## config.mk

```make
export PLATFORM = sky130hd
export DESIGN_NAME = pcg_clock_gen
export DESIGN_NICKNAME = d
export VERILOG_FILES = /design/src/design/pcg_pkg.sv /design/src/design/pcg_clock_gen.sv
export SDC_FILE = /design/constraint.sdc
export NUM_CORES = 1
export LEC_CHECK = 0
export BUFFER_PORTS_ARGS = -buffer_cell sky130_fd_sc_hd__buf_2
export CORE_MARGIN = 5
export CORE_UTILIZATION = 30
export CTS_CLUSTER_SIZE = 8
export DETAILED_ROUTE_END_ITERATION = 8
export HOLD_SLACK_MARGIN = 0.08
export PLACE_DENSITY = 0.56
export SLEW_MARGIN = 30
export SYNTH_ARGS = -nofsm -noshare
export SYNTH_HDL_FRONTEND = slang
export SYNTH_SLANG_ARGS = --single-unit
```

## constraint.sdc

```tcl
create_clock -name clk_sys -period 15 [get_ports clk_sys]
set_clock_uncertainty 0.1 [all_clocks]
set_input_delay 2.25 -clock clk_sys [delete_from_list [all_inputs] [get_ports clk_sys]]
set_output_delay 2.25 -clock clk_sys [all_outputs]
set_load 0.05 [all_outputs]
```

## src/design/pcg_pkg.sv

```systemverilog
// Package: register map, field layout and carrier types of the clock gen
package pcg_pkg;

   localparam int unsigned ADDR_W       = 12;
   localparam int unsigned CNT_W        = 12;
   localparam int unsigned CLK_SYS_HZ   = 20_000_000;
   localparam int unsigned XTAL_FREQ_HZ = 26_000_000;

   localparam logic [ADDR_W-1:0] OFS_XTAL = 12'h000;
   localparam logic [ADDR_W-1:0] OFS_GATE = 12'h004;
   localparam logic [ADDR_W-1:0] OFS_SD   = 12'h010;
   localparam logic [ADDR_W-1:0] OFS_TUN  = 12'h014;
   localparam logic [ADDR_W-1:0] OFS_PWM  = 12'h018;
   localparam logic [ADDR_W-1:0] OFS_SPI  = 12'h01C;
   localparam logic [ADDR_W-1:0] OFS_UART = 12'h020;

   localparam logic [31:0] MASK_XTAL = 32'h0007_F7F1;
   localparam logic [31:0] MASK_GATE = 32'h000F_07F7;
   localparam logic [31:0] MASK_SD   = 32'h0000_0117;
   localparam logic [31:0] MASK_TUN  = 32'h0000_0003;
   localparam logic [31:0] MASK_PWM  = 32'h0000_11FF;
   localparam logic [31:0] MASK_SPI  = 32'h0000_003F;
   localparam logic [31:0] MASK_UART = 32'h0000_0001;

   localparam logic [31:0] RST_XTAL  = 32'h0004_0401;

   localparam int unsigned XTAL_EN_BIT   = 0;
   localparam int unsigned IN_BASE_LSB   = 17;
   localparam int unsigned IN_TRIM_LSB   = 12;
   localparam int unsigned OUT_BASE_LSB  = 9;
   localparam int unsigned OUT_TRIM_LSB  = 4;
   localparam int unsigned GATE_HI_LSB   = 16;
   localparam int unsigned GATE_MID_LSB  = 4;
   localparam int unsigned GATE_SD_BIT   = 1;
   localparam int unsigned GATE_UART_BIT = 4;
   localparam int unsigned GATE_SPI_BIT  = 6;
   localparam int unsigned GATE_PWM_BIT  = 9;
   localparam int unsigned GATE_TUN_BIT  = 10;
   localparam int unsigned SD_PRE_BIT    = 8;
   localparam int unsigned SD_SRC_BIT    = 4;
   localparam int unsigned SD_DIV_LSB    = 0;
   localparam int unsigned PWM_SRC_BIT   = 12;
   localparam int unsigned SPI_SRC_LSB   = 4;

   localparam int unsigned SD_PRE_SHIFT = 8;
   localparam logic [3:0]  PLL10_LAST   = 4'h9;
   localparam logic [3:0]  PLL10_HIGH   = 4'h5;
   localparam logic [CNT_W-1:0] PWM_DIV_512  = 12'h200;
   localparam logic [CNT_W-1:0] PWM_DIV_1024 = 12'h400;
   localparam logic [CNT_W-1:0] SD_DIV_MAX   = 12'h800;
   localparam logic [CNT_W-1:0] SPI_DIV_MAX  = 12'h01E;

   // Source indices into the selector vector
   localparam logic [2:0] SRC_CPU   = 3'h0;
   localparam logic [2:0] SRC_XTAL  = 3'h1;
   localparam logic [2:0] SRC_PLL   = 3'h2;
   localparam logic [2:0] SRC_F24   = 3'h3;
   localparam logic [2:0] SRC_F32K  = 3'h4;
   localparam logic [2:0] SRC_F48   = 3'h5;
   localparam logic [2:0] SRC_PLL10 = 3'h6;

   localparam int unsigned NUM_CH  = 5;
   localparam int unsigned CH_SD   = 0;
   localparam int unsigned CH_TUN  = 1;
   localparam int unsigned CH_PWM  = 2;
   localparam int unsigned CH_SPI  = 3;
   localparam int unsigned CH_UART = 4;

   typedef struct packed {
      logic fixed_48mhz_clock;
      logic low_speed_32khz_clock;
      logic fixed_24mhz_clock;
      logic core_pll;
      logic crystal_oscillator;
      logic cpu_clk;
   } pcg_srcs_t;

   typedef struct packed {
      logic radio_frontend_clock_gate;
      logic modem_clock_gate;
      logic baseband_clock_gate;
      logic baseband_slow_clock_gate;
      logic tuner_clock_gate;
      logic pwm_clock_gate;
      logic dac_clock_gate;
      logic adc_clock_gate;
      logic spi_clock_gate;
      logic twi_clock_gate;
      logic uart_clock_gate;
      logic usb_clock_gate;
      logic sd_card_clock_gate;
      logic dma_clock_gate;
   } pcg_gates_t;

   typedef struct packed {
      logic uart_clk;
      logic spi_clk;
      logic pwm_clk;
      logic tuner_clk;
      logic sd_card_clk;
   } pcg_clks_t;

   typedef struct packed {
      logic       crystal_oscillator_enable;
      logic [1:0] input_pad_base_load;
      logic [4:0] input_pad_load_trim;
      logic [1:0] output_pad_base_load;
      logic [4:0] output_pad_load_trim;
   } pcg_osc_t;

   typedef struct packed {
      logic [5:0]                        sync1;
      logic [5:0]                        sync2;
      logic [6:0]                        prev;
      logic [3:0]                        pll10_cnt;
      logic                              pll10_lvl;
      logic [31:0]                       reg_xtal;
      logic [31:0]                       reg_gate;
      logic [31:0]                       reg_sd;
      logic [31:0]                       reg_tun;
      logic [31:0]                       reg_pwm;
      logic [31:0]                       reg_spi;
      logic [31:0]                       reg_uart;
      logic [NUM_CH-1:0][2:0]            sel_act;
      logic [NUM_CH-1:0][CNT_W-1:0]      div_act;
      logic [NUM_CH-1:0][CNT_W-1:0]      cnt;
      logic [NUM_CH-1:0]                 clk;
      logic [NUM_CH-1:0]                 en_act;
      logic [NUM_CH-1:0]                 clk_out;
      logic                              pready;
      logic                              pslverr;
      logic [31:0]                       prdata;
   } pcg_state_t;

endpackage

```

## src/design/pcg_clock_gen.sv

```systemverilog
// Peripheral clock gates, source selectors and dividers behind APB
`timescale 1ns/100ps
`default_nettype none
module pcg_clock_gen
   import pcg_pkg::*;
(
   input  wire logic              clk_sys,
   input  wire logic              rst_n,
   input  wire logic [ADDR_W-1:0] paddr,
   input  wire logic              psel,
   input  wire logic              penable,
   input  wire logic              pwrite,
   input  wire logic [31:0]       pwdata,
   output logic      [31:0]       prdata,
   output logic                   pready,
   output logic                   pslverr,
   input  wire pcg_srcs_t         src_i,
   output pcg_gates_t             gates_o,
   output pcg_clks_t              clks_o,
   output pcg_osc_t               osc_o
);

   localparam pcg_state_t ST_RST = '{reg_xtal: RST_XTAL, default: '0};

   logic [1:0]                   rst_pipe_q;
   logic                         rst_sync_n;
   pcg_state_t                   q;
   pcg_state_t                   d;
   logic [7:0]                   src_lvl;
   logic [7:0]                   src_tick;
   logic [NUM_CH-1:0][2:0]       req_sel;
   logic [NUM_CH-1:0][CNT_W-1:0] req_div;
   logic [NUM_CH-1:0]            req_en;
   logic                         setup;
   logic                         wr_go;
   logic                         hit;
   logic [31:0]                  rd;
   logic [CNT_W-1:0]             sd_base;
   logic [8:0]                   pwm_code;
   logic [3:0]                   spi_code;

   // Reset is released through two stages so every flop of the state q leaves it together
   always_ff @(posedge clk_sys or negedge rst_n) begin
      if (!rst_n) begin
         rst_pipe_q <= 2'b00;
      end else begin
         rst_pipe_q <= {rst_pipe_q[0], 1'b1};
      end
   end
   assign rst_sync_n = rst_pipe_q[1];

   // Source levels come from the second sync stage, bit 1 gated by the crystal enable; bit 6 is the divided PLL level pll10_lvl, bit 7 is 0
   always_comb begin
      src_lvl = {1'b0, q.pll10_lvl, q.sync2};
      src_lvl[SRC_XTAL] = q.sync2[SRC_XTAL] & q.reg_xtal[XTAL_EN_BIT];
      src_tick = src_lvl & ~{1'b0, q.prev};
   end

   // Requested selection, divisor and gate per output channel
   always_comb begin
      sd_base  = {9'h000, q.reg_sd[SD_DIV_LSB +: 3]} + 12'h001;
      pwm_code = q.reg_pwm[8:0];
      spi_code = q.reg_spi[3:0];
      req_sel[CH_SD] = q.reg_sd[SD_SRC_BIT] ? SRC_PLL : SRC_XTAL;
      req_div[CH_SD] = q.reg_sd[SD_PRE_BIT] ? (sd_base << SD_PRE_SHIFT)
                                            : sd_base;
      unique case (q.reg_tun[1:0])
         2'b00: req_sel[CH_TUN] = SRC_F32K;
         2'b01: req_sel[CH_TUN] = SRC_XTAL;
         2'b10: req_sel[CH_TUN] = SRC_PLL10;
         2'b11: req_sel[CH_TUN] = SRC_F24;
      endcase
      req_div[CH_TUN] = 12'h001;
      req_sel[CH_PWM] = q.reg_pwm[PWM_SRC_BIT] ? SRC_XTAL : SRC_F32K;
      // Reserved codes above 256 fall back to the slowest ratio
      if (!pwm_code[8]) begin
         req_div[CH_PWM] = {3'h0, pwm_code} + 12'h001;
      end else if (pwm_code == 9'h100) begin
         req_div[CH_PWM] = PWM_DIV_512;
      end else begin
         req_div[CH_PWM] = PWM_DIV_1024;
      end
      unique case (q.reg_spi[SPI_SRC_LSB +: 2])
         2'b00: req_sel[CH_SPI] = SRC_CPU;
         2'b01: req_sel[CH_SPI] = SRC_XTAL;
         2'b10: req_sel[CH_SPI] = SRC_PLL;
         2'b11: req_sel[CH_SPI] = SRC_F48;
      endcase
      req_div[CH_SPI] = (spi_code == 4'h0) ? 12'h001
                                           : {7'h00, spi_code, 1'b0};
      req_sel[CH_UART] = q.reg_uart[0] ? SRC_F24 : SRC_XTAL;
      req_div[CH_UART] = 12'h001;
      req_en[CH_SD]   = q.reg_gate[GATE_SD_BIT];
      req_en[CH_TUN]  = q.reg_gate[GATE_TUN_BIT];
      req_en[CH_PWM]  = q.reg_gate[GATE_PWM_BIT];
      req_en[CH_SPI]  = q.reg_gate[GATE_SPI_BIT];
      req_en[CH_UART] = q.reg_gate[GATE_UART_BIT];
   end

   // APB decode; the answer is registered at the end of setup, so no access has a wait
   assign setup = psel & ~penable;
   assign wr_go = psel & penable & q.pready & pwrite & ~q.pslverr;

   always_comb begin
      hit = 1'b1;
      unique case (paddr)
         OFS_XTAL: rd = q.reg_xtal;
         OFS_GATE: rd = q.reg_gate;
         OFS_SD:   rd = q.reg_sd;
         OFS_TUN:  rd = q.reg_tun;
         OFS_PWM:  rd = q.reg_pwm;
         OFS_SPI:  rd = q.reg_spi;
         OFS_UART: rd = q.reg_uart;
         default: begin
            rd  = 32'h0000_0000;
            hit = 1'b0;
         end
      endcase
   end

   always_comb begin
      logic             lvl;
      logic             tk;
      logic             commit;
      logic             from_lvl;
      logic [CNT_W-1:0] nxt;
      lvl      = 1'b0;
      tk       = 1'b0;
      commit   = 1'b0;
      from_lvl = 1'b0;
      nxt      = '0;
      d = q;
      d.sync1 = src_i;
      d.sync2 = q.sync1;
      d.prev  = src_lvl[6:0];
      if (src_tick[SRC_PLL]) begin
         d.pll10_cnt = (q.pll10_cnt == PLL10_LAST) ? 4'h0
                                                   : q.pll10_cnt + 4'h1;
         d.pll10_lvl = (d.pll10_cnt < PLL10_HIGH);
      end
      // APB answer and writes; stored bits are masked so reserved read 0
      d.pready  = setup & ~q.pready;
      d.pslverr = setup & ~hit;
      d.prdata  = (setup & ~pwrite) ? rd : 32'h0000_0000;
      if (wr_go) begin
         unique case (paddr)
            OFS_XTAL: d.reg_xtal = pwdata & MASK_XTAL;
            OFS_GATE: d.reg_gate = pwdata & MASK_GATE;
            OFS_SD:   d.reg_sd   = pwdata & MASK_SD;
            OFS_TUN:  d.reg_tun  = pwdata & MASK_TUN;
            OFS_PWM:  d.reg_pwm  = pwdata & MASK_PWM;
            OFS_SPI:  d.reg_spi  = pwdata & MASK_SPI;
            OFS_UART: d.reg_uart = pwdata & MASK_UART;
            default: ;
         endcase
      end
      // Dividers: new settings load at a period boundary, or in level mode while the source is low
      for (int c = 0; c < NUM_CH; c++) begin
         lvl      = src_lvl[q.sel_act[c]];
         tk       = src_tick[q.sel_act[c]];
         commit   = 1'b0;
         from_lvl = 1'b0;
         if (q.div_act[c] <= 12'h001) begin
            d.clk[c] = lvl;
            commit   = ~lvl;
            from_lvl = 1'b1;
         end else if (tk) begin
            if (q.cnt[c] == q.div_act[c] - 12'h001) begin
               d.cnt[c] = '0;
               d.clk[c] = 1'b1;
               commit   = 1'b1;
            end else begin
               nxt      = q.cnt[c] + 12'h001;
               d.cnt[c] = nxt;
               d.clk[c] = (nxt < (q.div_act[c] >> 1));
            end
         end
         if (commit) begin
            d.sel_act[c] = req_sel[c];
            d.div_act[c] = req_div[c];
            // Leaving level mode, the next edge starts a whole period
            d.cnt[c] = from_lvl ? req_div[c] - 12'h001 : '0;
         end
         // A gate flips only while the clock is low
         if (!q.clk[c]) begin
            d.en_act[c] = req_en[c];
         end
         d.clk_out[c] = d.clk[c] & d.en_act[c];
      end
   end

   always_ff @(posedge clk_sys or negedge rst_sync_n) begin
      if (!rst_sync_n) begin
         q <= ST_RST;
      end else begin
         q <= d;
      end
   end

   assign prdata  = q.prdata;
   assign pready  = q.pready;
   assign pslverr = q.pslverr;
   assign clks_o  = pcg_clks_t'(q.clk_out);
   assign gates_o = pcg_gates_t'({q.reg_gate[GATE_HI_LSB +: 4],
                                  q.reg_gate[GATE_MID_LSB +: 7],
                                  q.reg_gate[2:0]});
   assign osc_o   = pcg_osc_t'({q.reg_xtal[XTAL_EN_BIT],
                                q.reg_xtal[IN_BASE_LSB +: 2],
                                q.reg_xtal[IN_TRIM_LSB +: 5],
                                q.reg_xtal[OUT_BASE_LSB +: 2],
                                q.reg_xtal[OUT_TRIM_LSB +: 5]});

   for (genvar g = 0; g < NUM_CH; g++) begin : g_chk

   end
endmodule
`default_nettype wire

```

==> results of run 1 <==
==> sequential cells by signal (all words and copies together), names as in the netlist <==
| register | cells |
|---|---|
| pslverr | 1 |
| pready | 1 |
| gates_o | 14 |
| osc_o | 15 |
| rst_pipe_q | 2 |
| prdata | 19 |
| d | 12 |
| q | 109 |
| clks_o | 5 |
| pwm_code | 9 |
==> final timing paths <==
check	startpoint	to	slack, ps	depth (start not counted)
min in group clk_sys	d[424]	d[417]	250	0
worst max-delay path	paddr[9]	gates_o[8]	10280	6
worst max register to register	q[73]	clks_o[2]	11610	11
max in group asynchronous	rst_n	rst_pipe_q[1]	13220	1
worst min-delay path	rst_pipe_q[1]	q[86]	180	0
worst min register to register	rst_pipe_q[1]	q[86]	180	0
==> placed cells by master (no fill, tap or decap), types with 6 or more instances in the layout <==
| cell | synthesis | layout |
|---|---|---|
| o22ai_1 | 6 | 6 |
| a22oi_1 | 18 | 18 |
| xnor2_1 | 39 | 39 |
| nor2_1 | 72 | 71 |
| mux4_2 | 8 | 8 |
| inv_1 | 44 | 44 |
| nor4b_1 | 7 | 7 |
| and3_1 | 20 | 20 |
| nand4_1 | 14 | 14 |
| xor2_1 | 25 | 25 |
| a31oi_1 | 13 | 13 |
| nor3b_1 | 7 | 7 |
| a21oi_1 | 39 | 38 |
| conb_1 | 2 | 14 |
| nand2b_1 | 19 | 19 |
| nor3_1 | 26 | 26 |
| a211oi_1 | 8 | 8 |
| mux2i_1 | 18 | 18 |
| and2_1 | 10 | 11 |
| clkbuf_16 | 0 | 17 |
| mux2_2 | 71 | 71 |
| o21ai_0 | 61 | 61 |
| nand2_1 | 86 | 86 |
| nand3_1 | 27 | 27 |
| buf_2 | 17 | 96 |
| nor2b_1 | 16 | 16 |
| nor4_1 | 6 | 6 |
| inv_6 | 0 | 7 |
| dfrtp_1 | 184 | 183 |
| a21o_1 | 6 | 6 |
| ha_1 | 35 | 35 |
| o211ai_1 | 8 | 8 |
| o31ai_1 | 7 | 7 |
==> final cells by class <==
class                   instances  area, sq um  area share, %
clock buffers                  17          425           3.48
clock inverters                15          174           1.42
inverters                      44          165           1.35
multi-input cells             791         5680           46.4
flip-flops and latches        187         4690           38.3
well taps                     468          586           4.79
repair buffers                 99          510           4.18
==> through the flow <==
step | worst slack, ps | hold slack, ps | std cells
2_1_floorplan | 9310 | 231 | 1148
3_3_place_gp | 9840 | 177 | 1589
3_5_place_dp | 9790 | 193 | 1589
4_1_cts | 10260 | 202 | 1621
5_1_grt | 10100 | 231 | 1621
6_report | 10280 | 183 | 1621
==> metal layers <==
metal  part of all wire [%]  routed length (um)
met1                     47               12800
met2                     47               12800
met4                    1.9                 525
met5                      0                   0
met3                    4.5                1230
==> worst max-delay path: stages <==
cell      delay [ps]
buf_2             90
or4_1            550
nor3_2           300
and4bb_2         560
and2_1           780
mux2_2           410
==> report_power, final <==
part,switching (mW),internal [mW]
Sequential,0.0591,0.540
Combinational,0.188,0.149
Clock,0.222,0.239
Total,0.470,0.928
==> kinds of logic (layout without fill, tap and decap cells) <==
logic type,after synthesis,after routing,share of synthesized area [%]
DFF,187,187,41.7
xor gates and xnor gates,64,64,4.99
AOI/OAI and AO/OA,220,220,13.0
adders and majority gates,35,35,3.90
buffers and inverters,170,175,8.31
and+or+nand+nor,358,358,17.3
other,2,14,0.0669
muxes,100,100,10.7
==> metrics.md, run 1 <==
| Metric | Value |
|---|---|
| CTS Hold Bufs | 0 |
| Die area | around 0.041 sq mm |
| Per-cell routed wire length | between 15 and 20 um |
| Final Hold Viols | 0 |
| Final net count | 1230 |
| Antenna Cells | 0 |
| Fin area | approximately 0.012 sq mm |
| Dominant cell type by area after synthesis | dfrtp_1 |
| Clk_lat worst skew | around 440 ps |
| Number of distinct library cells after synthesis | 84 |
| Met1 usage | 18.3% |
| CTS sink cnt | between 150 and 200 |
| CP Max Fanout | 15 |
| # H-tree levels | 4 |
| Max Cap Violations | 0 |
| Gr ovfl total | 0 |
| Die X | between 200 and 250 um |
| Grt met2 use | 21.8% |
| Ys flop type | dfrtp_1 |
| Worst min path class | flip-flop to async pin |
| # port buffers | between 90 and 100 |
| Fin Setup TNS | 0 ps |
| Total power | roughly 1.4 mW |
| Post-synthesis register bit count | 187 |
| Minimum clock period after layout | about 4700 ps |
| Rel. slew slack | 41.0% |
| Async SR Flop Fraction | 100% |
| P&R area growth vs syn | 8.83% |
| Vias in the first global route | approximately 8400 |
| First-pass GRT wire length | between 40000 and 50000 um |
| Postcts setup bufs | 0 |
| Most frequent cell after synthesis | dfrtp_1 |
| Final period util | a little under a third |
| Peak Freq | between 200 and 250 MHz |
| Number of synthesized flops with an enable pin | 0 |
| CP required | ~15000 ps |
| Initial drt markers | 590 |
| Maximum root-to-sink buffer count | 2 |
| Core Util, Final | 33.2% |
| RSZ-0062 raised after global routing | no |
| Placed instance area | approximately 0.012 sq mm |
| Final HPWL DP | 20400 um |
| CP arrival | roughly 5000 ps |
| Initial antenna violation count | 0 |
| 1st-pass router iterations | 5 |
| Post-route DRC violation count | 0 |
| Vias per cell | ~5.1 |
| Ys Warns | 0 |
| Top cells by count, synth | 184 x dfrtp_1, 86 x nand2_1, 72 x nor2_1 |
| Total core area | 0.0368 sq mm |
| Routed WL | between 20000 and 30000 um |
| Vias | a little over 8000 |
| Cell Rows | 70 |
| Slew @ Worst Pin | roughly 900 ps |
| Power Dens Cells | between 100 and 150 mW/mm^2 |
| Syn avg cell area | just under 10 sq um |
| Clock transition at path regs | 80 ps |
| Share of the synthesized area in the top cell type | roughly two fifths |
| Clk Tree Root Cell | clkbuf_16 |
| PostCTS Resize Cnt | 0 |
| Post-route ant nets | 0 |
| Syn Inst Count | roughly 1100 |
| Synth Cell Area | ~0.011 sq mm |
| Num CTS Buffers | 17 |
| Share of cells above drive strength 1 | between 20 and 25% |
| GRT Total Usage | between 10 and 15% |
| Static leakage | 5.55 nW |
| Final setup viols | 0 |
| Initial core utilization | a little under a third |
| Die Ht | ~200 um |
| Fillcell total | around 3800 |
| Run status | finished clean |
| CTS tree | yes |
| Post-synthesis sequential area ratio | 41.7% |
| Io pins | around 120 |
| Worst setup EP type | flip-flop |
| Crit Path Class | input pin to flip-flop |
| Slew Limit Fails | 0 |
| Startpoint class of the critical path | input pin |
| Worst vdd ir | between 60 and 70 uV |
| Met3 Usage GRT | under 10% |
| Area contributors post-synth | dfrtp_1 41%, mux2_2 7.1%, buf_4 4.6%, ha_1 3.9%, xnor2_1 3.0% |
| Routability cong. | 0.837 |
| Pin count of the biggest net entering global routing | 80 |
| Most used routing layer | met2 |
Note: power is estimated with default switching activity, not from simulation.
==> run 2: changes to the inputs <==
--- a/config.mk
+++ b/config.mk
@@ -11,7 +11,7 @@
 export CTS_CLUSTER_SIZE = 8
 export DETAILED_ROUTE_END_ITERATION = 8
 export HOLD_SLACK_MARGIN = 0.08
-export PLACE_DENSITY = 0.56
+export PLACE_DENSITY = 0.58
 export SLEW_MARGIN = 30
 export SYNTH_ARGS = -nofsm -noshare
 export SYNTH_HDL_FRONTEND = slang
==> constraint.sdc (replaced) <==
create_clock -name clk_sys -period 4.06 [get_ports clk_sys]
set_clock_uncertainty 0.1 [all_clocks]
set_input_delay 0.609 -clock clk_sys [delete_from_list [all_inputs] [get_ports clk_sys]]
set_output_delay 0.609 -clock clk_sys [all_outputs]
set_load 0.05 [all_outputs]
==> run 2 against run 1 <==
  * Wire length increased by 1.3%
  * Worst hold slack got worse by 11 ps
  * Via count increased by 0.61%
  * Worst setup slack got worse by 9500 ps
  * Non-clock buffer count increased by 9
  * Register-to-register slack got worse by 11000 ps
  * Clock-buffer cell count unchanged
  * First-iteration DRC count decreased by 7.5%
  * Die area unchanged
  * Clock power increased to 3.6 times the previous value
  * Sequential share of layout area decreased by 0.21 points
==> metrics.md, run 2 (synthesis results as in run 1) <==
| Metric | Value |
|---|---|
| Total power | between 5 and 6 mW |
| Routability cong. | roughly 0.81 |
| Final HPWL DP | ~21000 um |
| Initial drt markers | between 500 and 600 |
| Share of cells above drive strength 1 | a little over a fifth |
| Die area | 0.0414 sq mm |
| Seq pwr share | a little over two fifths |
| Setup crit start | q[73] |
| Per-cell routed wire length | about 17 um |
| Vias per cell | between 5 and 6 |
| Vias | 8347 |
| CP required | 4290 ps |
| First-pass GRT wire length | 45400 um |
| Reg-to-Reg End | clks_o[2] |
| Initial antenna violation count | 0 |
| Final net count | between 1000 and 1500 |
| Minimum clock period after layout | around 3300 ps |
| Run status | finished clean |
| CP arrival | around 3600 ps |
| Clk Tree Root Cell | clkbuf_16 |
| Post-route ant nets | 0 |
| Setup slack, reg-to-reg | between 700 and 800 ps |
| Worst setup EP type | flip-flop |
| Max reg flops | 109 |
| Crit-path cells | ha_1, nand3_1, nor2_1, xor2_1, ha_1, a21o_1, a211oi_1, o21ai_0, a221oi_1, a21boi_0, a2111oi_2 |
| Clk_lat worst skew | about 450 ps |
| Clk pwr share | around 32% |
| Die X | ~200 um |
| Io pins | about 120 |
| Worst R2R Start | q[73] |
| Reg2reg path depth | 11 |
| RSZ-0062 raised after global routing | no |
| # H-tree levels | 4 |
| Rel. slew slack | 38.0% |
| Vias in the first global route | between 8000 and 9000 |
| Maximum root-to-sink buffer count | 2 |
| Top cell by count, worst path | ha_1 |
| 1st-pass router iterations | 5 |
| Worst min path class | input pin to flip-flop |
| Internal power | around 3.4 mW |
| Fin Setup TNS | 0 ps |
| Initial core utilization | between 30% and 40% |
| CTS tree | yes |
| Max Cap Violations | 0 |
| Startpoint class of the critical path | flip-flop |
| Combinational group share of total power | 24.5% |
| Slew @ Worst Pin | 929 ps |
| CP Capture Point | clks_o[2] |
| Critical path's slowest cell | dfrtp_1 |
| Post-route DRC violation count | 0 |
| CTS sink cnt | about 190 |
| Fin area | about 0.012 sq mm |
| Num CTS Buffers | 17 |
| Switching share of power | around a third |
| Static leakage | around 5.6 nW |
| Final setup viols | 0 |
| Pin count of the biggest net entering global routing | ~110 |
| P&R area growth vs syn | 9.45% |
| Total core area | between 0.03 and 0.04 sq mm |
| Die Ht | 203 um |
| Psw | 1.76 mW |
| Gr ovfl total | 0 |
| Most frequent cells in the layout | 183 x dfrtp_1, 96 x buf_2, 86 x nand2_1 |
| Slew Limit Fails | 0 |
| Placed instance area | approximately 0.012 sq mm |
| CP Max Fanout | 7 |
| # port buffers | 96 |
| Commonest non-fill, non-tap cell in the layout | dfrtp_1 |
| Clock transition at path regs | 70 ps |
| Final Hold Viols | 0 |
| Cell Rows | 70 |
| Routed WL | approximately 28000 um |
| Crit Path Class | flip-flop to flip-flop |
| Crit path largest cell delay | 480 ps |
| Worst vdd ir | approximately 250 uV |
| GRT Total Usage | between 10% and 20% |
| Postcts setup bufs | 0 |
| Final period util | 82.1% |
| Power Dens Cells | 419 mW/mm^2 |
| Peak Freq | roughly 300 MHz |
| Reg with most FFs | q |
==> run 2: final cells by class <==
class	count	area, sq um
Timing Repair Buffer	108	586
Clock buffer	17	425
Tap cell	468	586
Fill cell	3774	24500
Clock inverter	15	171
Inverter	44	165
Multi-Input combinational cell	791	5670
Sequential cell	187	4690
Antenna cell	1	2.50
==> run 2: through the flow <==
step / util, % / hold slack (ps) / instances / setup WS, ps
2_1_floorplan: - / 213 / 1148 / 878
3_3_place_gp: 31.7 / 239 / 1597 / 725
3_5_place_dp: 31.7 / 236 / 1597 / 700
4_1_cts: 33.4 / 159 / 1630 / 685
5_1_grt: 33.4 / 157 / 1630 / 348
6_report: 33.4 / 171 / 1631 / 728
==> run 2: worst min-delay path by stage <==
stage / from / to / slack, ps / cells past startpoint
after global routing: src_i[1] / d[421] / 160 / 1
final: src_i[1] / d[421] / 170 / 1
after global placement: d[425] / d[418] / 240 / 0
after detailed placement: d[422] / d[415] / 240 / 0
after floorplan: rst_n / rst_pipe_q[0] / 210 / 0
after CTS: src_i[1] / d[421] / 160 / 1
==> run 2: layer usage <==
| metal | up-vias | track usage [%] | routed length [um] |
|---|---|---|---|
| met4 | 0 | 3.16 | 335 |
| met2 | 192 | 22.2 | 13100 |
| met5 | - | 0 | 0 |
| met3 | 24 | 3.12 | 1480 |
| met1 | 4130 | 17.9 | 12800 |
| li1 | 4001 | - | - |
==> run 2: what timing repair did <==
item                      CTS  global route
hold buffers                1             0
hold endpoints to repair    2             0
resized for setup           0             0
==> run 2: worst max-delay path: cells and delay by family (launching register included) <==
family / cells / cell delay (ps)
compound gates: 6 / 1420
xor+xnor: 1 / 240
fa+ha+maj: 2 / 550
flops: 1 / 480
simple gates: 2 / 430
==> run 2: power by group through the flow <==
stage | logic (mW) | registers (mW) | clock network, mW
detailed placement | 1.26 | 2.25 | 0
CTS | 1.27 | 2.21 | 1.71
global placement | 1.24 | 2.24 | 0
finish | 1.26 | 2.22 | 1.67
floorplan | 1.03 | 2.17 | 0
global route | 1.43 | 2.25 | 1.79
